$ cat src/design/wdt_guard_pkg.sv
/*
  Shared constants for the watchdog configuration guard: register offsets,
  field positions, reset values, safety level codes and timing counts.
  Assumes a 10 MHz system clock and a 32-bit APB register bus.
*/
package wdt_guard_pkg;

  ////////////////////////////////////////////////////////////////////////////
  // Bus and register map.
  localparam int          APB_AW         = 8;
  localparam int          APB_DW         = 32;
  localparam logic [7:0]  OFS_CONTROL    = 8'h00;
  localparam logic [7:0]  OFS_RESTART    = 8'h04;
  localparam logic [7:0]  OFS_STATUS     = 8'h08;

  ////////////////////////////////////////////////////////////////////////////
  // Control register fields.
  localparam int          SEL_LSB        = 0;
  localparam int          SEL_W          = 3;
  localparam int          ENABLE_POS     = 3;
  localparam int          UNLOCK_POS     = 4;
  localparam logic [2:0]  RST_SELECT     = 3'h0;
  localparam logic        RST_ENABLE     = 1'b0;

  ////////////////////////////////////////////////////////////////////////////
  // Safety levels.
  localparam logic [1:0]  LEVEL_0        = 2'h0;
  localparam logic [1:0]  LEVEL_1        = 2'h1;
  localparam logic [1:0]  LEVEL_2        = 2'h2;
  localparam logic [1:0]  RST_LEVEL      = 2'h1;

  ////////////////////////////////////////////////////////////////////////////
  // Timing.
  localparam logic [2:0]  WINDOW_CYCLES  = 3'h4;
  localparam int          SYS_CLK_HZ     = 10_000_000;
  localparam int          WD_OSC_HZ      = 1_000_000;
  localparam int          WD_OSC_DIV     = SYS_CLK_HZ / WD_OSC_HZ;
  localparam logic [3:0]  WD_DIV_LAST    = 4'(WD_OSC_DIV - 1);
  localparam int          TIMEOUT_BASE   = 16_384;
  localparam int          TIMEOUT_W      = 22;

endpackage : wdt_guard_pkg

$ cat src/design/wd_config_guard.sv
/*
  Watchdog configuration guard with timed unlock, APB slave and timeout.
  Assumes fuse inputs are static pins and that wd_reset_req resets the system.
*/
`timescale 1ns/1ps
module wd_config_guard #(
  parameter int TIMEOUT_CYCLES = wdt_guard_pkg::TIMEOUT_BASE
) (
  input  wire logic                               sys_clk,
  input  wire logic                               sys_rst,
  input  wire logic                               psel,
  input  wire logic                               penable,
  input  wire logic                               pwrite,
  input  wire logic [wdt_guard_pkg::APB_AW-1:0]   paddr,
  input  wire logic [wdt_guard_pkg::APB_DW-1:0]   pwdata,
  output logic      [wdt_guard_pkg::APB_DW-1:0]   prdata,
  output logic                                    pready,
  output logic                                    pslverr,
  input  wire logic                               legacy_compat_fuse,
  input  wire logic                               wd_always_on_fuse,
  output logic                                    wd_running,
  output logic                                    wd_reset_req
);
  import wdt_guard_pkg::*;

  ////////////////////////////////////////////////////////////////////////////
  // Declarations.
  logic [1:0]       compat_sync_ff;
  logic [1:0]       alwayson_sync_ff;
  logic [1:0]       level_ff;
  logic             enable_ff;
  logic [SEL_W-1:0] sel_ff;
  logic [2:0]       win_cnt_ff;
  logic [3:0]       div_ff;
  logic             tick_ff;
  logic             running_ff;
  logic             pready_ff;
  logic             pslverr_ff;
  logic [APB_DW-1:0] prdata_ff;
  logic             expired;
  logic             access;
  logic             wr_ctrl;
  logic             wr_restart;
  logic             win_open;
  logic             unlock_wr;
  logic             commit_wr;
  logic             en_eff;
  logic             nxt_enable;
  logic [SEL_W-1:0] nxt_sel;

  // Address decode shared by reads and writes.
  function automatic logic mapped(input logic [APB_AW-1:0] a);
    return (a == OFS_CONTROL) || (a == OFS_RESTART) || (a == OFS_STATUS);
  endfunction : mapped

  assign access     = psel && penable && pready_ff;
  assign wr_ctrl    = access && pwrite && (paddr == OFS_CONTROL);
  assign wr_restart = access && pwrite && (paddr == OFS_RESTART);
  assign win_open   = (win_cnt_ff != 3'h0);
  assign unlock_wr  = wr_ctrl && pwdata[UNLOCK_POS] && pwdata[ENABLE_POS];
  assign commit_wr  = wr_ctrl && win_open && !pwdata[UNLOCK_POS];
  assign en_eff     = enable_ff || (level_ff == LEVEL_2);

  ////////////////////////////////////////////////////////////////////////////
  // Fuse synchronisers and safety level.
  always_ff @(posedge sys_clk) begin
    if (sys_rst) begin
      compat_sync_ff   <= 2'h0;
      alwayson_sync_ff <= 2'h0;
    end else begin
      compat_sync_ff   <= {compat_sync_ff[0], legacy_compat_fuse};
      alwayson_sync_ff <= {alwayson_sync_ff[0], wd_always_on_fuse};
    end
  end

  always_ff @(posedge sys_clk) begin
    if (sys_rst) begin
      level_ff <= RST_LEVEL;
    end else if (alwayson_sync_ff[1]) begin
      level_ff <= LEVEL_2;
    end else if (compat_sync_ff[1]) begin
      level_ff <= LEVEL_0;
    end else begin
      level_ff <= LEVEL_1;
    end
  end

  ////////////////////////////////////////////////////////////////////////////
  // Unlock window counter.
  // Four-cycle window.
  always_ff @(posedge sys_clk) begin
    if (sys_rst) begin
      win_cnt_ff <= 3'h0;
    end else if (unlock_wr) begin
      win_cnt_ff <= WINDOW_CYCLES;
    end else if (commit_wr) begin
      win_cnt_ff <= 3'h0;
    end else if (win_open) begin
      win_cnt_ff <= win_cnt_ff - 3'h1;
    end
  end

  ////////////////////////////////////////////////////////////////////////////
  // Guarded control bits.
  always_comb begin
    nxt_enable = enable_ff;
    nxt_sel    = sel_ff;
    if (commit_wr) begin
      nxt_sel = pwdata[SEL_LSB +: SEL_W];
      if (level_ff != LEVEL_2) begin
        nxt_enable = pwdata[ENABLE_POS];
      end
    end else if (wr_ctrl) begin
      if (pwdata[ENABLE_POS]) begin
        nxt_enable = 1'b1;
      end
      if (level_ff == LEVEL_0) begin
        nxt_sel = pwdata[SEL_LSB +: SEL_W];
      end
    end
  end

  always_ff @(posedge sys_clk) begin
    if (sys_rst) begin
      enable_ff <= RST_ENABLE;
      sel_ff    <= RST_SELECT;
    end else begin
      enable_ff <= nxt_enable;
      sel_ff    <= nxt_sel;
    end
  end

  ////////////////////////////////////////////////////////////////////////////
  // Oscillator tick divider and timeout counter.
  always_ff @(posedge sys_clk) begin
    if (sys_rst || div_ff == WD_DIV_LAST) begin
      div_ff <= 4'h0;
    end else begin
      div_ff <= div_ff + 4'h1;
    end
  end

  always_ff @(posedge sys_clk) begin
    if (sys_rst) begin
      tick_ff    <= 1'b0;
      running_ff <= 1'b0;
    end else begin
      tick_ff    <= (div_ff == WD_DIV_LAST);
      running_ff <= en_eff;
    end
  end

  wd_timeout_counter #(
    .TIMEOUT_CYCLES (TIMEOUT_CYCLES)
  ) u_counter (
    .sys_clk     (sys_clk),
    .sys_rst     (sys_rst),
    .tick        (tick_ff),
    .running     (running_ff),
    .restart     (wr_restart),
    .timeout_sel (sel_ff),
    .expired_ff  (expired)
  );

  ////////////////////////////////////////////////////////////////////////////
  // APB slave: zero wait states, answer set during setup.
  always_ff @(posedge sys_clk) begin
    if (sys_rst) begin
      pready_ff  <= 1'b0;
      pslverr_ff <= 1'b0;
      prdata_ff  <= '0;
    end else if (psel && !penable && !pready_ff) begin
      pready_ff  <= 1'b1;
      pslverr_ff <= !mapped(paddr);
      prdata_ff  <= '0;
      if (!pwrite && paddr == OFS_CONTROL) begin
        prdata_ff[SEL_LSB +: SEL_W] <= sel_ff;
        prdata_ff[ENABLE_POS]       <= en_eff;
        prdata_ff[UNLOCK_POS]       <= win_open;
      end else if (!pwrite && paddr == OFS_STATUS) begin
        prdata_ff[1:0] <= level_ff;
        prdata_ff[2]   <= running_ff;
      end
    end else begin
      pready_ff  <= 1'b0;
      pslverr_ff <= 1'b0;
    end
  end

  assign prdata       = prdata_ff;
  assign pready       = pready_ff;
  assign pslverr      = pslverr_ff;
  assign wd_running   = running_ff;
  assign wd_reset_req = expired;

  ////////////////////////////////////////////////////////////////////////////
  // Checks.
  AST_ENABLE_FREE: assert property (
    @(posedge sys_clk) disable iff (sys_rst)
    wr_ctrl && pwdata[ENABLE_POS] |=> en_eff)
    else $error("enable write was not accepted");

  AST_LEVEL0_SELECT: assert property (
    @(posedge sys_clk) disable iff (sys_rst)
    wr_ctrl && level_ff == LEVEL_0 |=> sel_ff == $past(pwdata[2:0]))
    else $error("level 0 select write not taken");

  AST_LEVEL1_GUARD: assert property (
    @(posedge sys_clk) disable iff (sys_rst)
    wr_ctrl && level_ff == LEVEL_1 && !win_open |=> $stable(sel_ff))
    else $error("level 1 select changed without unlock");

  AST_COMMIT: assert property (
    @(posedge sys_clk) disable iff (sys_rst)
    commit_wr |=> sel_ff == $past(pwdata[2:0]) && !win_open)
    else $error("commit write did not update select");

  AST_ALWAYS_RUN: assert property (
    @(posedge sys_clk) disable iff (sys_rst)
    level_ff == LEVEL_2 |=> wd_running)
    else $error("level 2 watchdog not running");

  AST_NO_DISABLE: assert property (
    @(posedge sys_clk) disable iff (sys_rst)
    level_ff == LEVEL_2 && $past(level_ff) == LEVEL_2 |-> wd_running)
    else $error("level 2 watchdog disabled");

  AST_RESET_OFF: assert property (
    @(posedge sys_clk) disable iff (sys_rst)
    $fell(sys_rst) |-> !enable_ff && !win_open)
    else $error("watchdog not disabled after reset");

  AST_READ_ENABLE: assert property (
    @(posedge sys_clk) disable iff (sys_rst)
    pready && !pwrite && paddr == OFS_CONTROL && $past(level_ff) == LEVEL_2
    |-> prdata[ENABLE_POS])
    else $error("level 2 enable did not read as one");

  AST_LEVEL2_GUARD: assert property (
    @(posedge sys_clk) disable iff (sys_rst)
    wr_ctrl && level_ff == LEVEL_2 && !win_open |=> $stable(sel_ff))
    else $error("level 2 select changed without unlock");

  AST_UNLOCK_OPENS: assert property (
    @(posedge sys_clk) disable iff (sys_rst)
    wr_ctrl && pwdata[UNLOCK_POS] && pwdata[ENABLE_POS]
    |=> win_cnt_ff == WINDOW_CYCLES)
    else $error("unlock write did not open the window");

  AST_LEVEL2_COMMIT: assert property (
    @(posedge sys_clk) disable iff (sys_rst)
    commit_wr && level_ff == LEVEL_2 |=> $stable(enable_ff))
    else $error("level 2 commit changed the enable bit");

  AST_EXPIRY_TICK: assert property (
    @(posedge sys_clk) disable iff (sys_rst)
    expired |-> $past(tick_ff) && $past(running_ff))
    else $error("expiry without a running tick");

  AST_UNLOCK_NEEDS_EN: assert property (
    @(posedge sys_clk) disable iff (sys_rst)
    wr_ctrl && !pwdata[ENABLE_POS] && !win_open |=> !win_open)
    else $error("window opened without enable bit");

  AST_WINDOW_LEN: assert property (
    @(posedge sys_clk) disable iff (sys_rst)
    unlock_wr ##1 !wr_ctrl [*4] |=> !win_open)
    else $error("unlock window longer than four cycles");

  AST_LEVEL_FUSE: assert property (
    @(posedge sys_clk) disable iff (sys_rst)
    alwayson_sync_ff[1] |=> level_ff == LEVEL_2)
    else $error("always-on fuse did not give level 2");

  AST_OUTSIDE_WINDOW: assert property (
    @(posedge sys_clk) disable iff (sys_rst)
    wr_ctrl && !win_open && !pwdata[ENABLE_POS] |=> $stable(enable_ff))
    else $error("enable cleared outside window");

endmodule : wd_config_guard

$ cat src/design/wd_timeout_counter.sv
/*
  Watchdog timeout counter. Counts oscillator ticks while enabled and raises
  a one-cycle expiry pulse when the selected timeout elapses.
  Assumes tick is a one-cycle enable pulse on the same clock.
*/
`timescale 1ns/1ps
module wd_timeout_counter #(
  parameter int TIMEOUT_CYCLES = wdt_guard_pkg::TIMEOUT_BASE
) (
  input  wire logic                               sys_clk,
  input  wire logic                               sys_rst,
  input  wire logic                               tick,
  input  wire logic                               running,
  input  wire logic                               restart,
  input  wire logic [wdt_guard_pkg::SEL_W-1:0]    timeout_sel,
  output logic                                    expired_ff
);
  import wdt_guard_pkg::*;

  logic [TIMEOUT_W-1:0] count_ff;
  logic [TIMEOUT_W-1:0] limit;

  // Timeout doubles with each select step.
  assign limit = TIMEOUT_W'(TIMEOUT_CYCLES) << timeout_sel;

  ////////////////////////////////////////////////////////////////////////////
  // Selectable timeout count.
  always_ff @(posedge sys_clk) begin
    if (sys_rst || !running || restart || expired_ff) begin
      count_ff <= '0;
    end else if (tick) begin
      count_ff <= count_ff + TIMEOUT_W'(1);
    end
  end

  always_ff @(posedge sys_clk) begin
    if (sys_rst) begin
      expired_ff <= 1'b0;
    end else begin
      expired_ff <= running && !restart && !expired_ff && tick &&
                    (count_ff == limit - TIMEOUT_W'(1));
    end
  end

endmodule : wd_timeout_counter

$ cat config.mk
export PLATFORM = sky130hd
export DESIGN_NAME = wd_config_guard
export DESIGN_NICKNAME = d
export VERILOG_FILES = /design/src/design/wdt_guard_pkg.sv /design/src/design/wd_config_guard.sv /design/src/design/wd_timeout_counter.sv
export SDC_FILE = /design/constraint.sdc
export NUM_CORES = 1
export LEC_CHECK = 0
export BUFFER_PORTS_ARGS = -buffer_cell sky130_fd_sc_hd__clkbuf_2
export CAP_MARGIN = 0
export CORE_AREA = 2 2 96 98
export CTS_CLUSTER_DIAMETER = 40
export DETAILED_ROUTE_END_ITERATION = 8
export DIE_AREA = 0 0 98 100
export GPL_ROUTABILITY_DRIVEN = 0
export MAX_ROUTING_LAYER = met4
export SETUP_SLACK_MARGIN = 0.02
export SYNTH_ARGS = -nofsm -noshare
export SYNTH_HDL_FRONTEND = slang
export SYNTH_HIERARCHICAL = 1
export SYNTH_SLANG_ARGS = --single-unit
$ cat constraint.sdc
create_clock -name sys_clk -period 1.89 [get_ports sys_clk]
set_clock_uncertainty 0.05 [all_clocks]
set_input_delay 0.378 -clock sys_clk [delete_from_list [all_inputs] [get_ports sys_clk]]
set_output_delay 0.378 -clock sys_clk [all_outputs]
set_load 0.01 [all_outputs]
## Word level (Yosys, flattened, before mapping)

Index checks and enable logic that the tools add are counted.

| cells by class | value |
|---|---|
| add/sub/neg operators | 4 |
| equal/unequal tests | 7 |
| shift-type cells | 1 |
| muxes and demuxes | 16 |
| bitwise operators | 1 |
| reductions and logical operators | 43 |

Operator list:

| cell | number |
|---|---|
| 3-bit two-way mux | 8 |
| 22-bit by 1-bit adder with 22-bit output (second input constant) | 1 |
| 22-bit == test | 1 |
| 15-bit by 3-bit << shifter with 22-bit output (first input constant) | 1 |
| 22-bit by 1-bit subtractor with 22-bit output (second input constant) | 1 |
| 1-bit logical AND | 17 |
| 8-bit by 3-bit == test with 1-bit output (second input constant) | 1 |
| 8-bit by 4-bit == test with 1-bit output (second input constant) | 1 |
| 1-bit zero test | 8 |
| 8-bit zero test | 1 |
| 1-bit logical OR | 7 |
| 1-bit two-way mux | 6 |
| 2-bit nonzero test | 3 |
| 3-bit nonzero test | 2 |
| 4-bit by 1-bit adder with 4-bit output (second input constant) | 1 |
| 4-bit == test (second input constant) | 1 |
| 2-bit two-way mux | 2 |
| 3-bit AND reduction | 1 |
| 3-bit OR reduction | 1 |
| 3-bit by 1-bit subtractor with 3-bit output (second input constant) | 1 |
| 2-bit == test (second input constant) | 1 |
| 2-bit zero test | 1 |
| 2-bit by 1-bit inequality test with 1-bit output (second input constant) | 1 |
| 2-bit inequality test (second input constant) | 1 |
| 3 further kinds | 3 |

| storage, ports and cells | value |
|---|---|
| flip-flop bits (word level) | 49 |
| bits of input ports | 47 |
| output and inout port bits | 36 |
| logic and storage cells | 87 |

## Longest topological paths before layout

Gate-level depths: netlist of run 1.

| logic depth | value |
|---|---|
| word-level depth | 9 |
| depth in mapped cells | 7 |
| depth with buffers taken out | 6 |

## By module

Netlist of run 1, hierarchy kept.

Modules (own cells, without submodules):

| module | times used | cells an instance | area each (um^2) | seq. area each (um^2) |
|---|---|---|---|---|
| wd_config_guard | 1 | 150 | 1348.8 | 520.5 |
| wd_timeout_counter | 1 | 150 | 1194.9 | 460.4 |

## Worst setup path after synthesis of run 1

OpenSTA, ideal clock, no wires.

| timing path | value |
|---|---|
| kind | input port to flip-flop |
| start | input paddr[1] (netlist name) |
| end | register u_counter.count_ff[4] |
| library setup time | 0.128 ns |
| arrival time | 1.837 ns |
| required time | 1.712 ns |
| setup slack | -0.124 ns |
| cell stages on the path | 6 |
| path buffers | 2 |
| path through | or4_4 nor4_1 or4b_2 clkbuf_1 clkbuf_1 nor2_1 |

| between the ends | value |
|---|---|
| cells in the longest elaborated chain, start to end | 4 |

RTL lines:

| item | line | RTL |
|---|---|---|
| from (decl) | wd_config_guard.sv:14 | `input wire logic [wdt_guard_pkg::APB_AW-1:0] paddr,` |
| 8-bit by 3-bit == test with 1-bit output | wd_config_guard.sv:58 | `assign wr_restart = access && pwrite && (paddr == OFS_RESTART);` |
| 1-bit logical AND | wd_config_guard.sv:58 |  |
| via wr_restart | wd_config_guard.sv:43 | `logic wr_restart;` |
| 1-bit logical OR (2 in a row) | wd_timeout_counter.sv:29 | `if (sys_rst \|\| !running \|\| restart \|\| expired_ff) begin` |
| to (signal assigned) | wd_timeout_counter.sv:32 | `count_ff <= count_ff + TIMEOUT_W'(1);` |
| to (decl) | wd_timeout_counter.sv:20 | `logic [TIMEOUT_W-1:0] count_ff;` |

The timed path passes the listed nets, and every way through them passes these cells.
A chain may end at the register's enable or synchronous reset.

## Worst setup path after layout of run 1

| timing path | value |
|---|---|
| start | register u_counter.count_ff[10] |
| end | register u_counter.count_ff[21] |

| between the ends | value |
|---|---|
| cells in the longest elaborated chain, start to end | 1 |

RTL lines:

| item | line |
|---|---|
| 22-bit by 1-bit adder with 22-bit output | wd_timeout_counter.sv:32 |

No other way between the ends.

==> results.md, run 1 <==
* Status: complete, no violations
* Hold Buf Count CTS at 0
* Top-Level Pins at 83
* Die height at 100 µm
* WL final at 5150 µm
* FFs w/ async S/R, synth at 0%
* Clk_lat worst skew at 0.30 ns
* DRC Markers at 0
* Post-layout util at 35.2%
* Layout cells sized above 1 at 28.1%
* CTS tree: built
* WS Path Type: reg2reg
* Syn_area_per_cell at 8.48 µm²
* Count of buffers from port buffering at 28
* H-tree depth at 2
* Fmax at 548 MHz
* Via count at 2,184
* Logic pwr share at 16.7%
* Total of max-cap violations at 0
* Die W at 98 µm
* Arrival @ worst endpoint at 2.00 ns
* Nets at 410
* FF-to-FF End: u_counter/count_ff[21]$_SDFFE_PP0P_
* Leak at 1.21 nW
* Pre-CTS setup slack at -0.240 ns
* Final worst slack at 0.0652 ns
* Flops & latches, synth at 49
* Fillers at 904
* DR WL/cell at 11.0 µm
* Largest net degree at the start of global routing at 26
* Clock transition at path regs at 0.09 ns
* R2R depth at 5
* Setup crit end kind: flip-flop
* Total track usage at 11.0%
* R2R Setup Slk at 0.07 ns
* Post-synthesis cell type count at 46
* CP required at 2.07 ns
* Hold Slack at 0.243 ns
* YS warnings at 6
* Clk sinks at 49
* Internal power at 0.00163 W
* Detailed router's first-iteration violation count at 76
* NetSw at 0.000565 W
* Startpoint type of the worst setup path: flip-flop
* Worst flop-to-flop path startpoint: u_counter/count_ff[10]$_SDFFE_PP0P_
* Fin crit share at 96.5%
* Area growth syn-to-layout at 22.9%
* Die area at 0.00980 mm²
* Ys flop type: dfxtp_1
* Synth Cell Area at 0.00254 mm²
* Sequential share of power at 49.8%
* Max VDD drop at 0.000358 V
* Final hold vios at 0
* Period minus WS final at 1.82 ns
* Sw Share at 25.7%
* RSZ-0062 raised after global routing: true
* Core area at 0.00889 mm²
* Drt pass-1 iters at 4
* Root buffer cell: clkbuf_8
* Crit Path Max Fanout at 7
* Final ANT Viol Nets at 0
* Hpwl dp at 3830 µm
* Number of global-route vias before repair at 2,055
* Dpl cell area at 0.00291 mm²
* First-pass GRT wire length at 8920 µm
* Hold path cells at 2
* Clock power frac at 33.5%
* Register area at 993 µm²
* End of the worst hold path: alwayson_sync_ff[0]$_SDFF_PP0_
* Starting Density at 28.6%
* Worst Hold Class: in2reg
* Multi-input gate area at 0.00143 mm²
* Number of diodes at 0
* Hold path start: wd_always_on_fuse
* Final Max Slew Viols at 0
* EDFF count, synth at 0
* Syn Inst Count at 300
* Initial antenna violation count at 0
* GRT overflow at 0
* Routed vias/inst at 4.65
* Final setup vio count at 0
* Design Power at 0.00219 W
* CTS buffer count at 5
* Worst-case clock buffer depth at 2
* Design area at 0.00313 mm²
* Register area share after synthesis at 38.6%
* Cell area power density at 702 mW/mm²
* FP Rows at 35
-- power groups by stage --
stage	sequential, W	combinational, W	clock [W]
2_1_floorplan	0.00111	0.000291	0
3_5_place_dp	0.00112	0.000365	0
3_3_place_gp	0.00112	0.000356	0
6_report	0.00109	0.000366	0.000735
5_1_grt	0.00110	0.000413	0.000801
4_1_cts	0.00109	0.000366	0.000766
-- state kept, by name (all words and copies together) (netlist names), 2 cells and up --
name	count
u_counter/count_ff	22
sel_ff	3
div_ff	4
prdata	5
compat_sync_ff	2
level_ff	2
alwayson_sync_ff	2
win_cnt_ff	3
-- worst max-delay path, stage by stage, from the launching register on --
cell,delay [ns]
dfxtp_1,0.34
nand4_1,0.18
or4_4,0.54
buf_6,0.15
or3_1,0.36
a21oi_2,0.14
-- synthesized netlist by cell type, drive strengths merged, types with 5 or more instances --
library cell / n / area (µm²)
dfxtp: 49 / 981
nor2: 31 / 116
buf: 29 / 215
a21oi: 22 / 114
nand2: 19 / 71.3
o21ai: 15 / 75.1
clkbuf: 12 / 45.0
nand3: 10 / 50.1
or3: 10 / 62.6
xnor2: 10 / 87.6
nand4: 9 / 62.6
nor3: 8 / 40.0
nor2b: 7 / 43.8
nor4: 7 / 58.8
nand2b: 6 / 37.5
or4: 6 / 52.6
ha: 5 / 62.6
xor2: 5 / 43.8
-- cell type report --
| cell class | count | area share [%] |
|---|---|---|
| clock buffer | 6 | 2.32 |
| timing repair buffer | 66 | 14.1 |
| tap | 111 | 4.44 |
| inverter | 4 | 0.480 |
| clock inverter | 2 | 1.24 |
| multi-input combinational | 232 | 45.6 |
| sequential | 49 | 31.8 |
-- cell families (layout without fill, tap and decap cells) --
| kind of cell | Yosys count | count (layout) | share of synthesized area, % |
|---|---|---|---|
| AND/OR/NAND/NOR | 128 | 128 | 28.6 |
| AO/OA/AOI/OAI | 51 | 51 | 11.7 |
| flip-flops | 49 | 49 | 38.6 |
| buffers and inverters | 45 | 78 | 10.8 |
| XOR/XNOR | 15 | 15 | 5.16 |
| multiplexers | 6 | 6 | 2.56 |
| adder cells (fa/ha/maj) | 5 | 5 | 2.46 |
| other | 1 | 27 | 0.147 |
-- stage by stage --
stage	cells	TNS [ns]
after detailed placement	455	-4.56
final	470	0
after global routing	470	-0.00773
after floorplan	326	-0.0402
after CTS	465	0
after global placement	455	-4.42
-- per-layer routing --
| metal | vias to the layer above | share of wire [%] | wire length (µm) | track usage (%) |
|---|---|---|---|---|
| li1 | 1111 | - | - | - |
| met3 | 3 | 5.6 | 288 | 2.65 |
| met1 | 1000 | 47 | 2420 | 13.1 |
| met4 | 0 | 0.33 | 17 | 3.21 |
| met5 | - | 0 | 0 | - |
| met2 | 70 | 47 | 2420 | 18.4 |
-- cells in the final DEF, fill, tap and decap left out, types with 7 or more instances in the layout --
| master | instances |
|---|---|
| dfxtp_1 | 41 |
| buf_4 | 36 |
| nor2_1 | 31 |
| clkbuf_2 | 28 |
| conb_1 | 27 |
| a21oi_1 | 20 |
| nand2_1 | 19 |
| o21ai_0 | 11 |
| nand3_1 | 10 |
| xnor2_1 | 10 |
| or3_1 | 10 |
| nand4_1 | 8 |
| nor2b_1 | 7 |
| dfxtp_2 | 7 |
-- worst max-delay path by stage --
| stage | from | to | slack, ns | depth (start not counted) |
|---|---|---|---|---|
| finish | u_counter/count_ff[10]$_SDFFE_PP0P_ | u_counter/count_ff[21]$_SDFFE_PP0P_ | 0.07 | 5 |
| global route | u_counter/count_ff[9]$_SDFFE_PP0P_ | u_counter/count_ff[21]$_SDFFE_PP0P_ | -0.008 | 5 |
| CTS | pready$_SDFF_PP0_ | u_counter/expired_ff$_SDFF_PP0_ | 0.03 | 6 |
| detailed placement | paddr[1] | enable_ff$_SDFFE_PP0P_ | -0.24 | 6 |
| global placement | paddr[0] | u_counter/expired_ff$_SDFF_PP0_ | -0.25 | 7 |
| floorplan | paddr[1] | prdata[3]$_SDFFE_PP0P_ | -0.02 | 4 |
-- what timing repair did --
item                       in CTS  in global routing
gates resized for setup         3                 14
setup endpoints to repair       5                 10
buffers inserted                2                  5
cloned                          0                  0
pin swaps                       1                  4
Power figures use the tool's default switching activity.
==> run 2, diff against run 1 <==
Clock period 1.89 ns to 2.2 ns, I/O delays scaled along.
==> run 2 against run 1 <==
Critical path depth up 1. Wire length down 2.8%. Sequential cell count unchanged.
==> results.md, run 2 (synthesis results as in run 1) <==
* Sequential share of power at 49.6% (was 49.8%)
* GRT overflow at 0 (unchanged)
* Routed vias/inst at 4.69 (was 4.65)
* Root buffer cell: clkbuf_8 (unchanged)
* Number of global-route vias before repair at 1,934 (was 2,055)
* DRC Markers at 0 (unchanged)
* Hold Slack at 0.299 ns (was 0.243 ns)
* Final Max Slew Viols at 0 (unchanged)
* Startpoint type of the worst setup path: flip-flop (unchanged)
* CTS tree: built (unchanged)
* Cell area power density at 656 mW/mm² (was 702 mW/mm²)
* Most frequent cells in the layout: dfxtp_1, nor2_1, clkbuf_2 (was dfxtp_1, buf_4, nor2_1)
* Starting Density at 28.6% (unchanged)
* CP Cell Sequence: nand3b_1, nor4_1, or4b_2, nor3_1, o21ai_0, a2111oi_1 (was nand4_1, or4_4, buf_6, or3_1, a21oi_2)
* DR WL/cell at 11.2 µm (was 11.0 µm)
* Logic pwr share at 15.2% (was 16.7%)
* Setup crit end kind: flip-flop (unchanged)
* Kind of cell adding the most delay to the critical path: simple AND/OR/NAND/NOR gates (unchanged)
* Hpwl dp at 3590 µm (was 3830 µm)
* Status: complete, no violations (unchanged)
* Crit Path Max Fanout at 3 (was 7)
* WS Path Type: reg2reg (unchanged)
* Top-Level Pins at 83 (unchanged)
* Die area at 0.00980 mm² (unchanged)
* Period minus WS final at 1.95 ns (was 1.82 ns)
* Worst-case clock buffer depth at 2 (unchanged)
* Worst Hold Class: in2reg (unchanged)
* Fin crit share at 88.8% (was 96.5%)
* Largest register by flop count: u_counter/count_ff (unchanged)
* Count of buffers from port buffering at 28 (unchanged)
* NetSw at 0.000488 W (was 0.000565 W)
* Setup bufs post-CTS at 0 (was 2)
* Multi-input gate area at 0.00139 mm² (was 0.00143 mm²)
* WL final at 5010 µm (was 5150 µm)
* First-pass GRT wire length at 8650 µm (was 8920 µm)
* Slowest CP cell: or4b_2 (was or4_4)
* Layout cells sized above 1 at 19.4% (was 28.1%)
* Final ANT Viol Nets at 0 (unchanged)
* Die W at 98 µm (unchanged)
* CTS buffer count at 5 (unchanged)
* Fillers at 931 (was 904)
* H-tree depth at 2 (unchanged)
* Area growth syn-to-layout at 13.6% (was 22.9%)
* Clk_lat worst skew at 0.30 ns (about the same)
* Total of max-cap violations at 0 (unchanged)
* Number of diodes at 0 (unchanged)
* Detailed router's first-iteration violation count at 141 (was 76)
* Final worst slack at 0.246 ns (was 0.0652 ns)
* Max FFs per register at 22 (unchanged)
* Nets at 386 (was 410)
* Drt pass-1 iters at 4 (unchanged)
* Fmax at 512 MHz (was 548 MHz)
* Internal power at 0.00141 W (was 0.00163 W)
* Clock transition at path regs at 0.09 ns (about the same)
* Total track usage at 10.7% (was 11.0%)
* Core area at 0.00889 mm² (unchanged)
* Most common cell after layout, fill and taps aside: dfxtp_1 (unchanged)
* Leak at 1.06 nW (was 1.21 nW)
* Final setup vio count at 0 (unchanged)
* Die height at 100 µm (unchanged)
* Worst path bufs/invs at 0 (was 1)
* Final hold vios at 0 (unchanged)
* CP max stage delay at 0.69 ns (was 0.54 ns)
* Initial antenna violation count at 0 (unchanged)
* Design Power at 0.00190 W (was 0.00219 W)
* RSZ-0062 raised after global routing: false (was true)
* Sw Share at 25.7% (about the same)
* Largest net degree at the start of global routing at 26 (unchanged)
* CP required at 2.33 ns (was 2.07 ns)
* Via count at 2,092 (was 2,184)
* Pre-CTS setup slack at 0.00185 ns (was -0.240 ns)
* Clock power frac at 35.2% (was 33.5%)
* Arrival @ worst endpoint at 2.08 ns (was 2.00 ns)
* Max VDD drop at 0.000381 V (was 0.000358 V)
* Clk sinks at 49 (unchanged)
* Setup TNS at 0 ns (unchanged)
* FP Rows at 35 (unchanged)
* Register area at 981 µm² (was 993 µm²)
==> run 2: cell types whose count changed in the layout (fill, tap and decap cells not counted), sizes merged <==
cell and delta:
clkinvlp +1, buf -24, clkinv -1
==> run 2: cell type report <==
| cell class | count | area share (%) |
|---|---|---|
| sequential | 49 | 33.9 |
| inverter | 4 | 0.519 |
| multi-input combinational | 232 | 48.1 |
| timing repair buffer | 42 | 8.48 |
| tap | 111 | 4.81 |
| clock inverter | 2 | 1.30 |
| clock buffer | 6 | 2.86 |
==> run 2: worst paths after layout <==
| kind | from | end | slack (ns) | depth (start not counted) |
|---|---|---|---|---|
| max | pready$_SDFF_PP0_ | u_counter/expired_ff$_SDFF_PP0_ | 0.25 | 6 |
| max reg2reg | pready$_SDFF_PP0_ | u_counter/expired_ff$_SDFF_PP0_ | 0.25 | 6 |
| min | wd_always_on_fuse | alwayson_sync_ff[0]$_SDFF_PP0_ | 0.30 | 2 |
| min reg2reg | compat_sync_ff[1]$_SDFF_PP0_ | level_ff[0]$_SDFF_PP1_ | 0.35 | 1 |
==> run 2: routing by layer <==
metal | GRT usage (%) | share of wire, %
met5 | - | 0
met4 | 3.95 | 1.1
met3 | 1.81 | 4.4
met2 | 17.7 | 48
met1 | 13.2 | 46
==> run 2: metrics by stage <==
stage                     util [%]  instance area [µm²]  instances
after detailed placement      31.1                 2770        438
after CTS                     32.5                 2890        446
after global routing          32.5                 2890        446
final                         32.5                 2890        446
after global placement        31.1                 2770        438
after floorplan                  -                 2640        326
==> run 2: what timing repair did <==
action                                 4_1_cts  5_1_grt
setup endpoints to repair                    0        2
hold buffers                                 0        0
gates resized for setup                      0        2
endpoints found under the hold margin        0        0
==> run 2: power groups by stage <==
stage	Clock [W]	Combinational, W	Sequential (W)
2_1_floorplan	0	0.000249	0.000958
3_3_place_gp	0	0.000275	0.000959
3_5_place_dp	0	0.000283	0.000961
4_1_cts	0.000697	0.000284	0.000940
5_1_grt	0.000725	0.000329	0.000946
6_report	0.000668	0.000287	0.000941
